File: config.mk
export PLATFORM = sky130hd
export DESIGN_NAME = ssc_top
export DESIGN_NICKNAME = d
export VERILOG_FILES = /design/src/hw/ssc_pkg.sv /design/src/hw/ssc_sync.sv /design/src/hw/ssc_top.sv
export VERILOG_INCLUDE_DIRS = /design/src /design/src/hw
export SDC_FILE = /design/constraint.sdc
export NUM_CORES = 1
export LEC_CHECK = 0
export ABC_CLOCK_PERIOD_IN_PS = 3600
export BUFFER_PORTS_ARGS = -buffer_cell sky130_fd_sc_hd__buf_2
export CAP_MARGIN = 10
export CORE_AREA = 2 2 75 70
export CTS_CLUSTER_DIAMETER = 120
export CTS_CLUSTER_SIZE = 25
export DETAILED_ROUTE_END_ITERATION = 16
export DIE_AREA = 0 0 77 72
export HOLD_SLACK_MARGIN = 0.06
export PLACE_DENSITY = 0.86
export SETUP_SLACK_MARGIN = 0.02
export SYNTH_ARGS = -nofsm -noshare
export SYNTH_HDL_FRONTEND = slang
export SYNTH_SLANG_ARGS = --single-unit
File: constraint.sdc
create_clock -name CLK -period 3.6 [get_ports CLK]
set_input_delay 0.72 -clock CLK [delete_from_list [all_inputs] [get_ports CLK]]
set_output_delay 0.72 -clock CLK [all_outputs]
set_load 0.01 [all_outputs]
File: src/hw/ssc_params.svh
// Constants of the step sequencer: register map, field positions, mode codes, levels.
`ifndef SSC_PARAMS_SVH
`define SSC_PARAMS_SVH

// APB register byte offsets.
`define SSC_REG_CTRL 8'h00
`define SSC_REG_STATUS 8'h04

// Control register fields.
`define SSC_CTRL_DIR_BIT 0
`define SSC_CTRL_RESET 32'h0000_0000

// Status register field positions.
`define SSC_ST_POS_LSB 0
`define SSC_ST_MODE_LSB 8
`define SSC_ST_EN_BIT 12
`define SSC_ST_RUN_BIT 13
`define SSC_ST_INIT_BIT 14

// Step resolution codes as {sel_a, sel_b, sel_c}.
`define SSC_MODE_FULL 3'h1
`define SSC_MODE_HALF_A 3'h2
`define SSC_MODE_HALF_B 3'h3
`define SSC_MODE_QUARTER 3'h4
`define SSC_MODE_EIGHTH 3'h5
`define SSC_MODE_SIXTEENTH 3'h6

// Position increments in sixteenth-step units.
`define SSC_INC_FULL 6'h10
`define SSC_INC_HALF 6'h08
`define SSC_INC_QUARTER 6'h04
`define SSC_INC_EIGHTH 6'h02
`define SSC_INC_SIXTEENTH 6'h01
`define SSC_INC_NONE 6'h00

// Initial position and quarter-cycle offset; full-current level index.
`define SSC_POS_INIT 6'h00
`define SSC_POS_QUARTER 6'h10
`define SSC_LVL_FULL 5'h10

`endif

File: src/hw/ssc_pkg.sv
// Types shared by the step sequencer modules.
`default_nettype none
package ssc_pkg;
  // Electrical position, 64 sixteenth steps per cycle.
  typedef logic [5:0] ssc_pos_t;
  // Phase drive: sign in bit 5, level index 0..16 below it.
  typedef logic [5:0] ssc_lvl_t;
  // Step resolution select code.
  typedef logic [2:0] ssc_mode_t;
endpackage
`default_nettype wire

File: src/hw/ssc_sync.sv
// Two-flop synchroniser for a group of asynchronous levels.
`default_nettype none
module ssc_sync #(
  parameter int W = 1
) (
  // Clock and reset.
  input wire logic clk,
  input wire logic rst_n,
  // Levels.
  input wire logic [W-1:0] d,
  output logic [W-1:0] q
);
  logic [W-1:0] meta_r;

  // The first stage feeds only the second stage.
  always_ff @(posedge clk or negedge rst_n) begin
    if (!rst_n) begin
      meta_r <= '0;
      q <= '0;
    end else begin
      meta_r <= d;
      q <= meta_r;
    end
  end
endmodule // ssc_sync
`default_nettype wire

File: src/hw/ssc_top.sv
// Step sequencer control of a bipolar micro-step driver, with an APB control and status port.
//
// Notes on behaviour
// RULE1: Controller keeps enable low while motor supply is applied or removed.
// RULE2: Each rising step clock edge advances the position by one step.
// RULE3: Enable low floats motor outputs; enable high drives them.
// RULE4: Reset pin low holds position at start: phase A full, B zero.
// RULE5: Enable and reset both low: outputs float, position held at start.
// RULE6: Enable low, reset high: outputs float, counter still follows steps.
// RULE7: Enable high, reset low: drive start levels whatever the clock does.
// RULE8: Enable and reset high: drive levels chosen by the present position.
// RULE9: Controller should raise enable first and release reset afterwards.
// RULE10: A change of resolution select restarts from the start position.
// RULE11: Initial flag pulls low at the start position, floats otherwise.
// RULE12: Counter wraps after one electrical cycle of the selected resolution.
//
// The implementer's own choices: the address map and the APB slave port.
`include "ssc_params.svh"
`default_nettype none
module ssc_top (
  // System clock and reset.
  input wire logic CLK,
  input wire logic RST_N,
  // Controller pins, asynchronous to CLK.
  input wire logic STEP_CLK,
  input wire logic ENABLE,
  input wire logic STEP_RESET_N,
  input wire logic STEP_RES_SEL_A,
  input wire logic STEP_RES_SEL_B,
  input wire logic STEP_RES_SEL_C,
  // Phase drive to the power stage.
  output logic [4:0] PHASE_A_LEVEL,
  output logic PHASE_A_NEG,
  output logic [4:0] PHASE_B_LEVEL,
  output logic PHASE_B_NEG,
  output logic MOTOR_OE_N,
  // Open-drain initial-position flag.
  output logic INIT_STATE_FLAG_OUT,
  output logic INIT_STATE_FLAG_OE_N,
  // APB slave.
  input wire logic PSEL,
  input wire logic PENABLE,
  input wire logic PWRITE,
  input wire logic [7:0] PADDR,
  input wire logic [31:0] PWDATA,
  output logic [31:0] PRDATA,
  output logic PREADY,
  output logic PSLVERR
);

  ////////////////////////////////////////////////////////////////////////////
  // Functions.

  // Step increment for a resolution code; unknown codes do not move.
  function automatic ssc_pkg::ssc_pos_t step_inc(input ssc_pkg::ssc_mode_t m);
    case (m)
      `SSC_MODE_FULL: step_inc = `SSC_INC_FULL;
      `SSC_MODE_HALF_A, `SSC_MODE_HALF_B: step_inc = `SSC_INC_HALF;
      `SSC_MODE_QUARTER: step_inc = `SSC_INC_QUARTER;
      `SSC_MODE_EIGHTH: step_inc = `SSC_INC_EIGHTH;
      `SSC_MODE_SIXTEENTH: step_inc = `SSC_INC_SIXTEENTH;
      default: step_inc = `SSC_INC_NONE;
    endcase
  endfunction

  // Phase A drive for a position; phase B is the same a quarter cycle later.
  function automatic ssc_pkg::ssc_lvl_t phase_lvl(input ssc_pkg::ssc_pos_t p);
    logic [4:0] k;
    logic [4:0] rest;
    k = {1'b0, p[3:0]};
    rest = `SSC_LVL_FULL - k;
    case (p[5:4])
      2'h0: phase_lvl = {1'b0, rest};
      2'h1: phase_lvl = {1'b1, k};
      2'h2: phase_lvl = {1'b1, rest};
      default: phase_lvl = {1'b0, k};
    endcase
  endfunction

  ////////////////////////////////////////////////////////////////////////////
  // Reset release and pin synchronisers.

  logic rst_meta_r;
  logic rst_n_s;

  // Reset asserts at once and releases after two edges.
  always_ff @(posedge CLK or negedge RST_N) begin
    if (!RST_N) begin
      rst_meta_r <= 1'b0;
      rst_n_s <= 1'b0;
    end else begin
      rst_meta_r <= 1'b1;
      rst_n_s <= rst_meta_r;
    end
  end

  logic [5:0] pins_s;
  logic stp_s;
  logic en_s;
  logic run_s;
  ssc_pkg::ssc_mode_t mode_s;

  ssc_sync #(.W(6)) u_sync (
    .clk(CLK),
    .rst_n(rst_n_s),
    .d({STEP_CLK, ENABLE, STEP_RESET_N, STEP_RES_SEL_A, STEP_RES_SEL_B, STEP_RES_SEL_C}),
    .q(pins_s)
  );

  // Synchronised pin levels.
  assign stp_s = pins_s[5];
  assign en_s = pins_s[4];
  assign run_s = pins_s[3];
  assign mode_s = pins_s[2:0];

  ////////////////////////////////////////////////////////////////////////////
  // Step position counter.

  logic stp_d_r;
  ssc_pkg::ssc_mode_t mode_prev_r;
  ssc_pkg::ssc_pos_t pos_r;
  ssc_pkg::ssc_pos_t inc;
  logic dir_ccw_r;
  logic step_rise;
  logic mode_chg;

  assign step_rise = stp_s & ~stp_d_r;
  assign mode_chg = mode_s != mode_prev_r;
  assign inc = step_inc(mode_s);

  // Edge and change detection look only at synchronised levels.
  always_ff @(posedge CLK or negedge rst_n_s) begin
    if (!rst_n_s) begin
      stp_d_r <= 1'b0;
      mode_prev_r <= '0;
    end else begin
      stp_d_r <= stp_s;
      mode_prev_r <= mode_s;
    end
  end

  // Counter runs regardless of enable, so floating outputs do not lose steps.
  always_ff @(posedge CLK or negedge rst_n_s) begin
    if (!rst_n_s) begin
      pos_r <= `SSC_POS_INIT;
    end else if (!run_s) begin
      pos_r <= `SSC_POS_INIT; // RULE4 RULE5
    end else if (mode_chg) begin
      pos_r <= `SSC_POS_INIT; // RULE10
    end else if (step_rise) begin
      // Six-bit arithmetic wraps naturally at one electrical cycle.
      pos_r <= dir_ccw_r ? pos_r - inc : pos_r + inc; // RULE2 RULE6 RULE12
    end
  end

  ////////////////////////////////////////////////////////////////////////////
  // Phase drive outputs.

  ssc_pkg::ssc_lvl_t lvl_a;
  ssc_pkg::ssc_lvl_t lvl_b;

  assign lvl_a = phase_lvl(pos_r);
  assign lvl_b = phase_lvl(pos_r - `SSC_POS_QUARTER);

  // Levels follow the position one cycle later; enable gates drive only.
  always_ff @(posedge CLK or negedge rst_n_s) begin
    if (!rst_n_s) begin
      PHASE_A_LEVEL <= `SSC_LVL_FULL;
      PHASE_A_NEG <= 1'b0;
      PHASE_B_LEVEL <= '0;
      PHASE_B_NEG <= 1'b0;
      MOTOR_OE_N <= 1'b1;
    end else begin
      PHASE_A_LEVEL <= lvl_a[4:0]; // RULE7 RULE8
      PHASE_A_NEG <= lvl_a[5];
      PHASE_B_LEVEL <= lvl_b[4:0];
      PHASE_B_NEG <= lvl_b[5];
      MOTOR_OE_N <= ~en_s; // RULE3
    end
  end

  // Open-drain flag: pull low only at the start position.
  assign INIT_STATE_FLAG_OUT = 1'b0;
  assign INIT_STATE_FLAG_OE_N = pos_r != `SSC_POS_INIT; // RULE11

  ////////////////////////////////////////////////////////////////////////////
  // APB slave: zero wait states, error on unmapped addresses.

  logic hit_ctrl;
  logic hit_status;
  logic [31:0] status_w;

  assign hit_ctrl = PADDR == `SSC_REG_CTRL;
  assign hit_status = PADDR == `SSC_REG_STATUS;
  assign PREADY = PSEL & PENABLE;
  assign PSLVERR = PSEL & PENABLE & ~(hit_ctrl | hit_status);

  always_comb begin
    status_w = '0;
    status_w[`SSC_ST_POS_LSB +: 6] = pos_r;
    status_w[`SSC_ST_MODE_LSB +: 3] = mode_s;
    status_w[`SSC_ST_EN_BIT] = en_s;
    status_w[`SSC_ST_RUN_BIT] = run_s;
    status_w[`SSC_ST_INIT_BIT] = pos_r == `SSC_POS_INIT;
  end

  // Writes take effect at the access edge; a direction change acts on the next step.
  always_ff @(posedge CLK or negedge rst_n_s) begin
    if (!rst_n_s) begin
      // A literal cannot be bit-selected, so the field is shifted down and cut to one bit.
      dir_ccw_r <= 1'(`SSC_CTRL_RESET >> `SSC_CTRL_DIR_BIT);
    end else if (PSEL && PENABLE && PWRITE && hit_ctrl) begin
      dir_ccw_r <= PWDATA[`SSC_CTRL_DIR_BIT];
    end
  end

  // Read data is captured in the setup cycle and held through the access.
  always_ff @(posedge CLK or negedge rst_n_s) begin
    if (!rst_n_s) begin
      PRDATA <= '0;
    end else if (PSEL && !PENABLE && !PWRITE) begin
      PRDATA <= hit_ctrl ? {31'h0, dir_ccw_r} : (hit_status ? status_w : 32'h0);
    end
  end

  ssc_pkg::ssc_pos_t pos_fwd;
  assign pos_fwd = pos_r + inc;
endmodule // ssc_top
`default_nettype wire

Word-level counts from Yosys, hierarchy flattened. Cells that the tools add are included.

Bits in registers: 70. Bits of input ports: 51. Output and inout bits: 49. Word-level logic and storage cells: 61.

Add/sub/neg operators: 5. Eq/ne operators: 13. Muxes and demuxes: 9. Bitwise logic cells: 7. Reduce and logical (&&, ||, !) cells: 13.

Operators by type and width (number): $pmux W6 S3 (2); $mux W15 (2); $pmux W5 S5 (1); $mux W6 (4); $sub A5 B4 Y5 const A (2); $eq A3 B3 Y1 const B (3); $eq A8 B3 Y1 const B (1); $logic_not A8 Y1 (1); $add A6 B6 Y6 (1); $eq A3 B2 Y1 const B (2); $logic_not A6 Y1 (1); $reduce_bool A6 Y1 (1); $sub A6 B5 Y6 const B (1); $sub A6 B6 Y6 (1); $logic_and A1 B1 Y1 (5); $eq A2 B1 Y1 const B (2); $eq A2 B2 Y1 const B (2); $logic_not A2 Y1 (2); $and A1 B1 Y1 (3); $eq A3 B1 Y1 const B (1); $ne A3 B3 Y1 (1); $ne A3 B3 Y1 const B (1); $not A1 Y1 (3); $logic_not A1 Y1 (2); other kinds (2) (2).

Longest topological paths before layout. Gate-level depths: netlist of run 1.

Depth in word-level cells: 8. Depth in mapped cells: 14. Gate-level depth less buffers: 13.

Cells and area by module. Synthesis of run 1 repeated with hierarchy kept, for this count alone.

Cells, all modules: 205. Area, all modules: 2364.8 um2.

Modules (own cells, without submodules): ssc_top (instances 1, cells each 193, area an instance 2064.5 um2); ssc_sync (instances 1, cells each 12, area an instance 300.3 um2).

Least setup slack after synthesis of run 1. OpenSTA, ideal clock, no wires.

Path kind: reg-to-reg. Start point: register u_sync.q[1]. End point: register pos_r[5]. Arrival: 2.422 ns. Slack: 1.053 ns. Cell stages (with the launch flop): 14. Buffers on the path: 1. Clock period less this slack: 2.547 ns. Cells stage by stage: dfrtp_1 > buf_2 > inv_1 > and3_1 > inv_1 > ha_1 > nor2_1 > xnor2_1 > ha_1 > a21oi_1 > o211ai_1 > a21o_1 > a21oi_1 > mux2_2.

Cells in the longest elaborated chain, start to end: 8. Elaborated cells on any way between the ends: 16. Classes of those cells: add/sub (2); eq/ne (8); mux (5); reduce/logical (1).

Ends and longest elaborated chain: from (decl) (RTL line ssc_sync.sv:11) `output logic [W-1:0] q`; from (signal assigned) (RTL line ssc_sync.sv:22) `q <= meta_r;`; $eq A3 B2 Y1 (RTL line ssc_top.sv:56) `case (m)`; $reduce_or A2 Y1 (RTL line ssc_top.sv:56); $pmux W5 S5 (RTL line ssc_top.sv:56); $add A6 B6 Y6 / $sub A6 B6 Y6 (equally long branches); $mux W6 (RTL line ssc_top.sv:152) `pos_r <= dir_ccw_r ? pos_r - inc : pos_r + inc;`; $mux W6 (RTL line ssc_top.sv:150) `end else if (step_rise) begin`; $mux W6 (RTL line ssc_top.sv:148) `end else if (mode_chg) begin`; $mux W6 (RTL line ssc_top.sv:146) `end else if (!run_s) begin`; to (signal assigned) (RTL line ssc_top.sv:147) `` pos_r <= `SSC_POS_INIT; ``; to (signal assigned) (RTL line ssc_top.sv:149) `` pos_r <= `SSC_POS_INIT; ``; to (signal assigned) (RTL line ssc_top.sv:152); to (decl) (RTL line ssc_top.sv:121) `ssc_pkg::ssc_pos_t pos_r;`.

Parallel ways exist; a longest one is shown, timed or not. The select of a mux whose other input is x is not followed. A chain may end at the register's enable or synchronous reset.

Final worst setup path of run 1. Ends and elaborated chain as after synthesis.

==> summary.txt, run 1 <==
Status
  • Status: finished, final reports clean

Setup path
  • Critical Path Sink Type: register
  • Largest fanout on the critical path: 12
  • Crit path from: u_sync.q[1]$_DFF_PN0_
  • Startpoint class of the critical path: register
  • Worst setup path end: pos_r[5]$_DFFE_PN0P_
  • Kind of critical path: reg2reg
  • Worst path required time: 3.78 ns
  • Worst reg2reg path depth: 12
  • Register-to-register setup slack: 0.74 ns
  • Capture instance of the worst register-to-register path: pos_r[5]$_DFFE_PN0P_
  • Beginning of the worst register-to-register path: u_sync.q[1]$_DFF_PN0_
  • Critical path arrival: 3.05 ns

Synthesis
  • Portion of synthesized cell area occupied by the leading cell type: 50.8%
  • Average size of a mapped cell: 11.5 sq um
  • Cell types occupying the most area after synthesis: dfrtp_1, buf_4, ha_1
  • Post-synthesis adder-cell area fraction: 6.67%
  • Netlist area before placement: 2360 sq um
  • Post-synth top flop: dfrtp_1
  • Fraction of the mapped netlist area in compound gates: 12.2%
  • Combinational family with the most area after synthesis: simple AND/OR/NAND/NOR gates
  • Basic-gate share of the synthesized area counting and, or, nand and nor cells: 13.1%
  • Post-Synthesis Cells: 206
  • Multiplexer area fraction after synthesis: 2.28%
  • Register area share after synthesis: 53.0%
  • Xor/xnor share of the synthesized area: 2.59%
  • Cell type with the largest total area after synthesis: dfrtp_1
  • Count of unique library cells instantiated by Yosys: 46
  • Synthesized flop and latch total: 50
  • Asr flop ratio synth: 100%
  • Number of synthesized flops with an enable pin: 0
  • Ys Warns: 0

Finish
  • Final std cells w/o fill: 318
  • Design Area, Final: 2680 sq um
  • Number of diodes added for antenna fixing: 0
  • Share of layout cells above drive strength 1: 31.6%
  • Core occupancy in the finished layout: 56.5%
  • Total Nets Final: 315
  • # fillers: 401
  • Area growth syn-to-layout: 13.3%
  • Most used cells in the layout excluding fill and tap cells: dfrtp_1, buf_2, conb_1

Detailed routing
  • Antenna Nets Post-Route: 0
  • Number of search-and-repair iterations in the first detailed-routing pass: 4
  • Number of design-rule violations left by the first detailed-router iteration: 170
  • Post-detailed-route via-to-cell ratio: 4.94
  • Total wirelength of the detailed-routed design: 3.86 mm
  • Number of remaining DRC errors: 0
  • Detailed-route via count: 1,571
  • Average routed wire per standard cell: 12.1 um

Clocking
  • Clock latency on the worst-skew pair: 0.30 ns
  • Number of buffers created by CTS: 5
  • Gates resized, CTS repair: 0
  • Clock input transition at the sequential cells of the worst setup and hold paths: 0.09 ns
  • Maximum clock path buffer count: 2
  • Number of hold-repair buffers added at the cts stage: 0
  • Root buffer cell: clkbuf_8
  • # H-tree levels: 2
  • Sinks on the clock net: 50
  • Clock tree from TritonCTS: yes
  • Setup bufs post-CTS: 0

Floorplan
  • Die Wd: 77 um
  • Starting density of the core: 49.8%
  • Number of top-level pins: 100
  • Full die area: 5540 sq um
  • Y dimension of the die: 72 um
  • Site Rows: 24
  • Core region area: 4740 sq um

STA
  • Least-Margin Pin Slew: 0.971 ns
  • Smallest hold slack: 0.195 ns
  • Fmax: 349 MHz
  • Relative slew margins: 35.3%
  • Post-layout minimum cycle time: 2.86 ns
  • Setup TNS after final layout: 0 ns
  • Maximum clock skew at final layout: 0.0112 ns
  • Setup-violating endpoint count in the final report: 0
  • Final worst path period share: 79.5%
  • Unrepaired setup endpoints after global routing: no
  • Number of endpoints with negative hold slack in the final report: 0
  • Number of pins with negative max-slew slack in the final report: 0

Global route
  • Via count of the first global-routing pass: 1,481
  • Overall overflow remaining after global route: 0
  • Overall track demand over capacity in global routing: 14.8%
  • First-pass GRT wire length: 6.66 mm
  • Maximum number of pins on one net before global-route repair: 49
  • Number of antenna violations at the first check in global routing: 0

Flow run
  • Max capacitance violation total: 0

Pwr
  • Reported leakage power: 0.00137 uW
  • Max IR drop VDD: 228 uV
  • Total power per unit cell area: 403 nW/um^2

Placed design
  • Final weighted congestion in routability-driven placement: 0.791
  • Dpl cell area: 2560 sq um
  • Detailed placement HPWL: 2.83 mm
  • Placed Cells: 310
  • Number of I/O port buffers: 47

Hold path
  • Kind of path behind the tightest hold check: in2async
==> routing by layer <==
layer  track usage, %  up-vias  routed length [um]
li1                 -      755                   -
met1             18.5      755                1700
met2             26.0       61                1850
met3             4.85        0                 304
met4             2.18        0                   0
met5                0        -                   0
==> metrics by stage <==
stage                     setup slack [ns]  total power, uW
after floorplan                       1.05              683
after global placement               0.864              691
after detailed placement             0.785              695
after CTS                            0.758             1090
after global routing                 0.495             1140
final                                0.738             1080
==> kinds of logic (layout without fill, tap and decap cells) <==
kind of cell	after synthesis	count (layout)
AO/OA/AOI/OAI	39	39
XOR/XNOR	7	7
adder cells (fa/ha/maj)	12	12
buffers and inverters	38	65
flip-flops	50	50
multiplexers	5	5
other	2	22
AND/OR/NAND/NOR	53	53
==> registers in the layout, indices dropped and copies added (netlist names) <==
| signal | count |
|---|---|
| PHASE_A_NEG | 1 |
| pos_r | 6 |
| PHASE_B_NEG | 1 |
| u_sync.q | 6 |
| PHASE_B_LEVEL | 5 |
| stp_d_r | 1 |
| MOTOR_OE_N | 1 |
| rst_meta_r | 1 |
| mode_prev_r | 3 |
| dir_ccw_r | 1 |
| rst_n_s | 1 |
| PHASE_A_LEVEL | 5 |
| u_sync.meta_r | 6 |
| PRDATA | 12 |
==> worst min-delay path by stage <==
stage	to
after floorplan	rst_n_s$_DFF_PN0_
after global placement	u_sync.q[3]$_DFF_PN0_
after detailed placement	u_sync.q[0]$_DFF_PN0_
after CTS	rst_n_s$_DFF_PN0_
after global routing	rst_n_s$_DFF_PN0_
final	rst_meta_r$_DFF_PN0_
==> worst max-delay path, cell delays in order (launching register included) <==
cell and delay [ns]:
dfrtp_1 0.52, inv_1 0.15, and3_1 0.19, inv_1 0.05, ha_1 0.22, nor2_1 0.16, xnor2_1 0.14, ha_1 0.28
a21oi_1 0.17, o211ai_1 0.15, a21o_1 0.19, a21oi_1 0.18, mux2_2 0.35
==> final cells by class <==
type / instances / area, sq um / share of cell area (%)
clock buffers: 5 / 68.8 / 2.57
clock inverters: 3 / 47.5 / 1.77
inverters: 10 / 37.5 / 1.40
multi-input cells: 138 / 953 / 35.6
flip-flops and latches: 50 / 1250 / 46.8
well taps: 65 / 81.3 / 3.04
repair buffers: 47 / 235 / 8.78
==> power breakdown <==
| part | internal, uW | switching (uW) | leakage, uW |
|---|---|---|---|
| sequential | 576 | 20.4 | 0.000648 |
| clock | 211 | 184 | 0.0000587 |
| combinational | 38.1 | 49.4 | 0.000665 |
| total | 825 | 254 | 0.00137 |
==> cell usage after synthesis (2+ instances only) <==
cell type	count
dfrtp_1	48
buf_4	21
nor2_1	13
ha_1	11
a21oi_1	10
a22o_2	10
inv_1	10
nand2_1	8
nor3_1	6
o21ai_0	6
xnor2_1	6
a22o_1	4
and2_1	3
buf_2	3
clkbuf_1	3
mux2_2	3
or2_2	3
and3_1	2
conb_1	2
dfstp_2	2
mux2i_1	2
nand2b_1	2
nand3b_1	2
nor2b_1	2
nor3b_1	2
o21a_1	2
No activity file was read; power rests on OpenSTA's default activity.
==> run 2, diff against run 1 <==
--- a/config.mk
+++ b/config.mk
@@ -6,16 +6,16 @@
 export SDC_FILE = /design/constraint.sdc
 export NUM_CORES = 1
 export LEC_CHECK = 0
-export ABC_CLOCK_PERIOD_IN_PS = 3600
+export ABC_CLOCK_PERIOD_IN_PS = 2700
 export BUFFER_PORTS_ARGS = -buffer_cell sky130_fd_sc_hd__buf_2
 export CAP_MARGIN = 10
-export CORE_AREA = 2 2 75 70
+export CORE_AREA = 2 2 78 73
 export CTS_CLUSTER_DIAMETER = 120
 export CTS_CLUSTER_SIZE = 25
 export DETAILED_ROUTE_END_ITERATION = 16
-export DIE_AREA = 0 0 77 72
+export DIE_AREA = 0 0 80 75
 export HOLD_SLACK_MARGIN = 0.06
-export PLACE_DENSITY = 0.86
+export PLACE_DENSITY = 0.8
 export SETUP_SLACK_MARGIN = 0.02
 export SYNTH_ARGS = -nofsm -noshare
 export SYNTH_HDL_FRONTEND = slang
==> constraint.sdc (replaced) <==
create_clock -name CLK -period 2.7 [get_ports CLK]
set_input_delay 0.54 -clock CLK [delete_from_list [all_inputs] [get_ports CLK]]
set_output_delay 0.54 -clock CLK [all_outputs]
set_load 0.01 [all_outputs]
==> run 2 against run 1 <==
Compared with the run above:
- maximum frequency is 13% higher
- routed wire length is 3.2% higher
- sequential power is 33% higher
- combinational power is 53% higher
- worst hold slack better by 0.15 ns
- clock-buffer cell count is 1 higher
- sequential cell count stayed put
- critical path type unchanged
- largest power group unchanged
- highest routed layer is now met4
==> summary.txt, run 2 (synthesis gave the netlist of run 1 again) <==
STA
  • Post-layout minimum cycle time: 2.54 ns (was 2.86 ns)
  • Number of endpoints with negative hold slack in the final report: 0 (unchanged)
  • Setup-violating endpoint count in the final report: 0 (unchanged)
  • Final worst path period share: 94.2% (was 79.5%)
  • Smallest hold slack: 0.342 ns (was 0.195 ns)
  • Maximum clock skew at final layout: 0.00954 ns (was 0.0112 ns)
  • Final WS setup: 0.156 ns (was 0.738 ns)
  • Relative slew margins: 35.2% (was 35.3%)
  • Fmax: 393 MHz (was 349 MHz)
  • Least-Margin Pin Slew: 0.972 ns (was 0.971 ns)
  • Number of pins with negative max-slew slack in the final report: 0 (unchanged)

Finish
  • Most flop-heavy register: PRDATA (unchanged)
  • Total Nets Final: 322 (was 315)
  • # fillers: 448 (was 401)
  • Most used cells in the layout excluding fill and tap cells: buf_2, dfrtp_1, conb_1 (was dfrtp_1, buf_2, conb_1)
  • Share of layout cells above drive strength 1: 35.4% (was 31.6%)
  • Area growth syn-to-layout: 17.0% (was 13.3%)
  • Most frequent standard cell in the layout excluding fill and tap cells: buf_2
  • Number of diodes added for antenna fixing: 0 (unchanged)
  • Number of flip-flops in the largest register: 12 (unchanged)
  • Core occupancy in the finished layout: 54.0% (was 56.5%)

Hold path
  • Kind of path behind the tightest hold check: in2reg (was in2async)
  • Worst hold path endpoint: u_sync.meta_r[1]$_DFF_PN0_
  • Number of instances on the worst hold path: 1
  • HP Start: STEP_RES_SEL_B

Setup path
  • Beginning of the worst register-to-register path: u_sync.q[1]$_DFF_PN0_ (unchanged)
  • Worst reg2reg path depth: 12 (unchanged)
  • Kind of critical path: reg2reg (unchanged)
  • Register-to-register setup slack: 0.16 ns (was 0.74 ns)
  • Critical path arrival: 2.72 ns (was 3.05 ns)
  • Capture instance of the worst register-to-register path: pos_r[5]$_DFFE_PN0P_ (unchanged)
  • Crit-path max cell delay: 0.41 ns (was 0.52 ns)
  • Largest fanout on the critical path: 3 (was 12)
  • Delay-heaviest family, CP: multiplexers (was compound AO/OA/AOI/OAI gates)
  • Startpoint class of the critical path: register (unchanged)
  • Max stage delay cell, worst path: dfrtp_1 (unchanged)
  • Most frequent cell on the critical path: inv_1
  • Critical Path Sink Type: register (unchanged)
  • Critical path, cell by cell: inv_1, and3_1, inv_1, ha_2, mux2_2, inv_1, ha_1, nand2_1, o211ai_1, a21o_1, a21oi_2, mux2_2 (was inv_1, and3_1, inv_1, ha_1, nor2_1, xnor2_1, ha_1, a21oi_1, o211ai_1, a21o_1, a21oi_1, mux2_2)
  • Buffer and inverter count on the worst path: 3 (was 2)
  • Worst path required time: 2.88 ns (was 3.78 ns)

Pwr
  • Internal power: 1130 uW (was 825 uW)
  • Clock power frac: 37.1% (was 36.6%)
  • Max IR drop VDD: 239 uV (was 228 uV)
  • Power share of the combinational group: 9.1% (was 8.1%)
  • Reported leakage power: 0.00140 uW (was 0.00137 uW)
  • Sequential cell fraction of total power: 53.8% (was 55.3%)
  • Total power per unit cell area: 531 nW/um^2 (was 403 nW/um^2)
  • Switching fraction of total power: 22.9% (was 23.5%)
  • P_sw: 336 uW (was 254 uW)

Clocking
  • Clock tree from TritonCTS: yes (unchanged)
  • Maximum clock path buffer count: 2 (unchanged)
  • Root buffer cell: clkbuf_8 (unchanged)
  • # H-tree levels: 2 (unchanged)
  • Number of buffers created by CTS: 5 (unchanged)
  • Clock input transition at the sequential cells of the worst setup and hold paths: 0.09 ns (about the same)
  • Clock latency on the worst-skew pair: 0.29 ns (was 0.30 ns)
  • Sinks on the clock net: 50 (unchanged)

Detailed routing
  • Number of remaining DRC errors: 0 (unchanged)
  • Total wirelength of the detailed-routed design: 3.98 mm (was 3.86 mm)
  • Detailed-route via count: 1,618 (was 1,571)
  • Number of design-rule violations left by the first detailed-router iteration: 78 (was 170)
  • Average routed wire per standard cell: 12.2 um (was 12.1 um)
  • Number of search-and-repair iterations in the first detailed-routing pass: 4 (unchanged)
  • Post-detailed-route via-to-cell ratio: 4.95 (was 4.94)
  • Antenna Nets Post-Route: 0 (unchanged)

Placed design
  • Final weighted congestion in routability-driven placement: 0.859 (was 0.791)
  • Number of I/O port buffers: 47 (unchanged)
  • Post-Place Setup Slack: 0.0310 ns (was 0.785 ns)
  • Detailed placement HPWL: 2.96 mm (was 2.83 mm)

Flow run
  • Max capacitance violation total: 0 (unchanged)

Global route
  • Overall track demand over capacity in global routing: 13.5% (was 14.8%)
  • Overall overflow remaining after global route: 0 (unchanged)
  • Via count of the first global-routing pass: 1,454 (was 1,481)
  • Maximum number of pins on one net before global-route repair: 49 (unchanged)
  • First-pass GRT wire length: 6.27 mm (was 6.66 mm)
  • Number of antenna violations at the first check in global routing: 0 (unchanged)

Status
  • Status: finished, final reports clean (unchanged)

Floorplan
  • Starting density of the core: 46.1% (was 49.8%)
  • Full die area: 6000 sq um (was 5540 sq um)
  • Number of top-level pins: 100 (unchanged)
  • Die Wd: 80 um (was 77 um)
  • Y dimension of the die: 75 um (was 72 um)
  • Site Rows: 25 (was 24)
  • Core region area: 5130 sq um (was 4740 sq um)
run 2: changes by cell type in the layout (fill, tap and decap cells not counted), sizes merged:
cell | previous run | this run
buf | 47 | 53
dlygate4sd3 | 0 | 1
clkbuf | 5 | 6
clkinv | 1 | 0
run 2: worst max-delay path by stage:
stage	from	end	slack, ns	depth (start not counted)
after floorplan	u_sync.q[1]$_DFF_PN0_	pos_r[5]$_DFFE_PN0P_	0.15	13
after global placement	u_sync.q[1]$_DFF_PN0_	pos_r[5]$_DFFE_PN0P_	0.09	12
after detailed placement	u_sync.q[1]$_DFF_PN0_	pos_r[5]$_DFFE_PN0P_	0.03	12
after CTS	u_sync.q[1]$_DFF_PN0_	pos_r[5]$_DFFE_PN0P_	0.04	12
after global routing	u_sync.q[1]$_DFF_PN0_	pos_r[5]$_DFFE_PN0P_	-0.004	12
final	u_sync.q[1]$_DFF_PN0_	pos_r[5]$_DFFE_PN0P_	0.16	12
run 2: timing repair:
action | CTS | global route
setup buffers | 0 | 3
endpoints found under the hold margin | 2 | 0
hold buffers | 1 | 0
pin swaps | 0 | 3
resized for setup | 1 | 5
setup endpoints to repair | 1 | 1
run 2: through the flow:
step                      std cells  power, uW  setup TNS [ns]  area [sq um]
after floorplan                 226        911               0          2440
after global placement          315        926               0          2590
after detailed placement        315        931               0          2590
after CTS                       324       1480               0          2720
after global routing            327       1540        -0.00387          2770
final                           327       1470               0          2770
run 2: routing by layer:
layer	wire length [um]	track usage, %	part of all wire, %
met5	0	0	0
met4	32	3.95	0.80
met3	280	3.24	7.0
met2	1940	24.3	49
met1	1730	16.4	43
run 2: layout make-up:
type / instances / area (sq um) / area share, %
Timing Repair Buffer: 54 / 290 / 10.5
Multi-Input combinational cell: 138 / 978 / 35.4
Inverter: 10 / 37.5 / 1.36
Clock inverter: 2 / 38.8 / 1.40
Tap cell: 67 / 83.8 / 3.03
Clock buffer: 6 / 82.6 / 2.98
Sequential cell: 50 / 1260 / 45.4
run 2: power groups by stage:
stage | Clock [uW] | Sequential, uW | Combinational, uW
finish | 544 | 790 | 134
global route | 592 | 796 | 150
CTS | 561 | 793 | 126
detailed placement | 0 | 807 | 124
global placement | 0 | 806 | 120
floorplan | 0 | 802 | 109
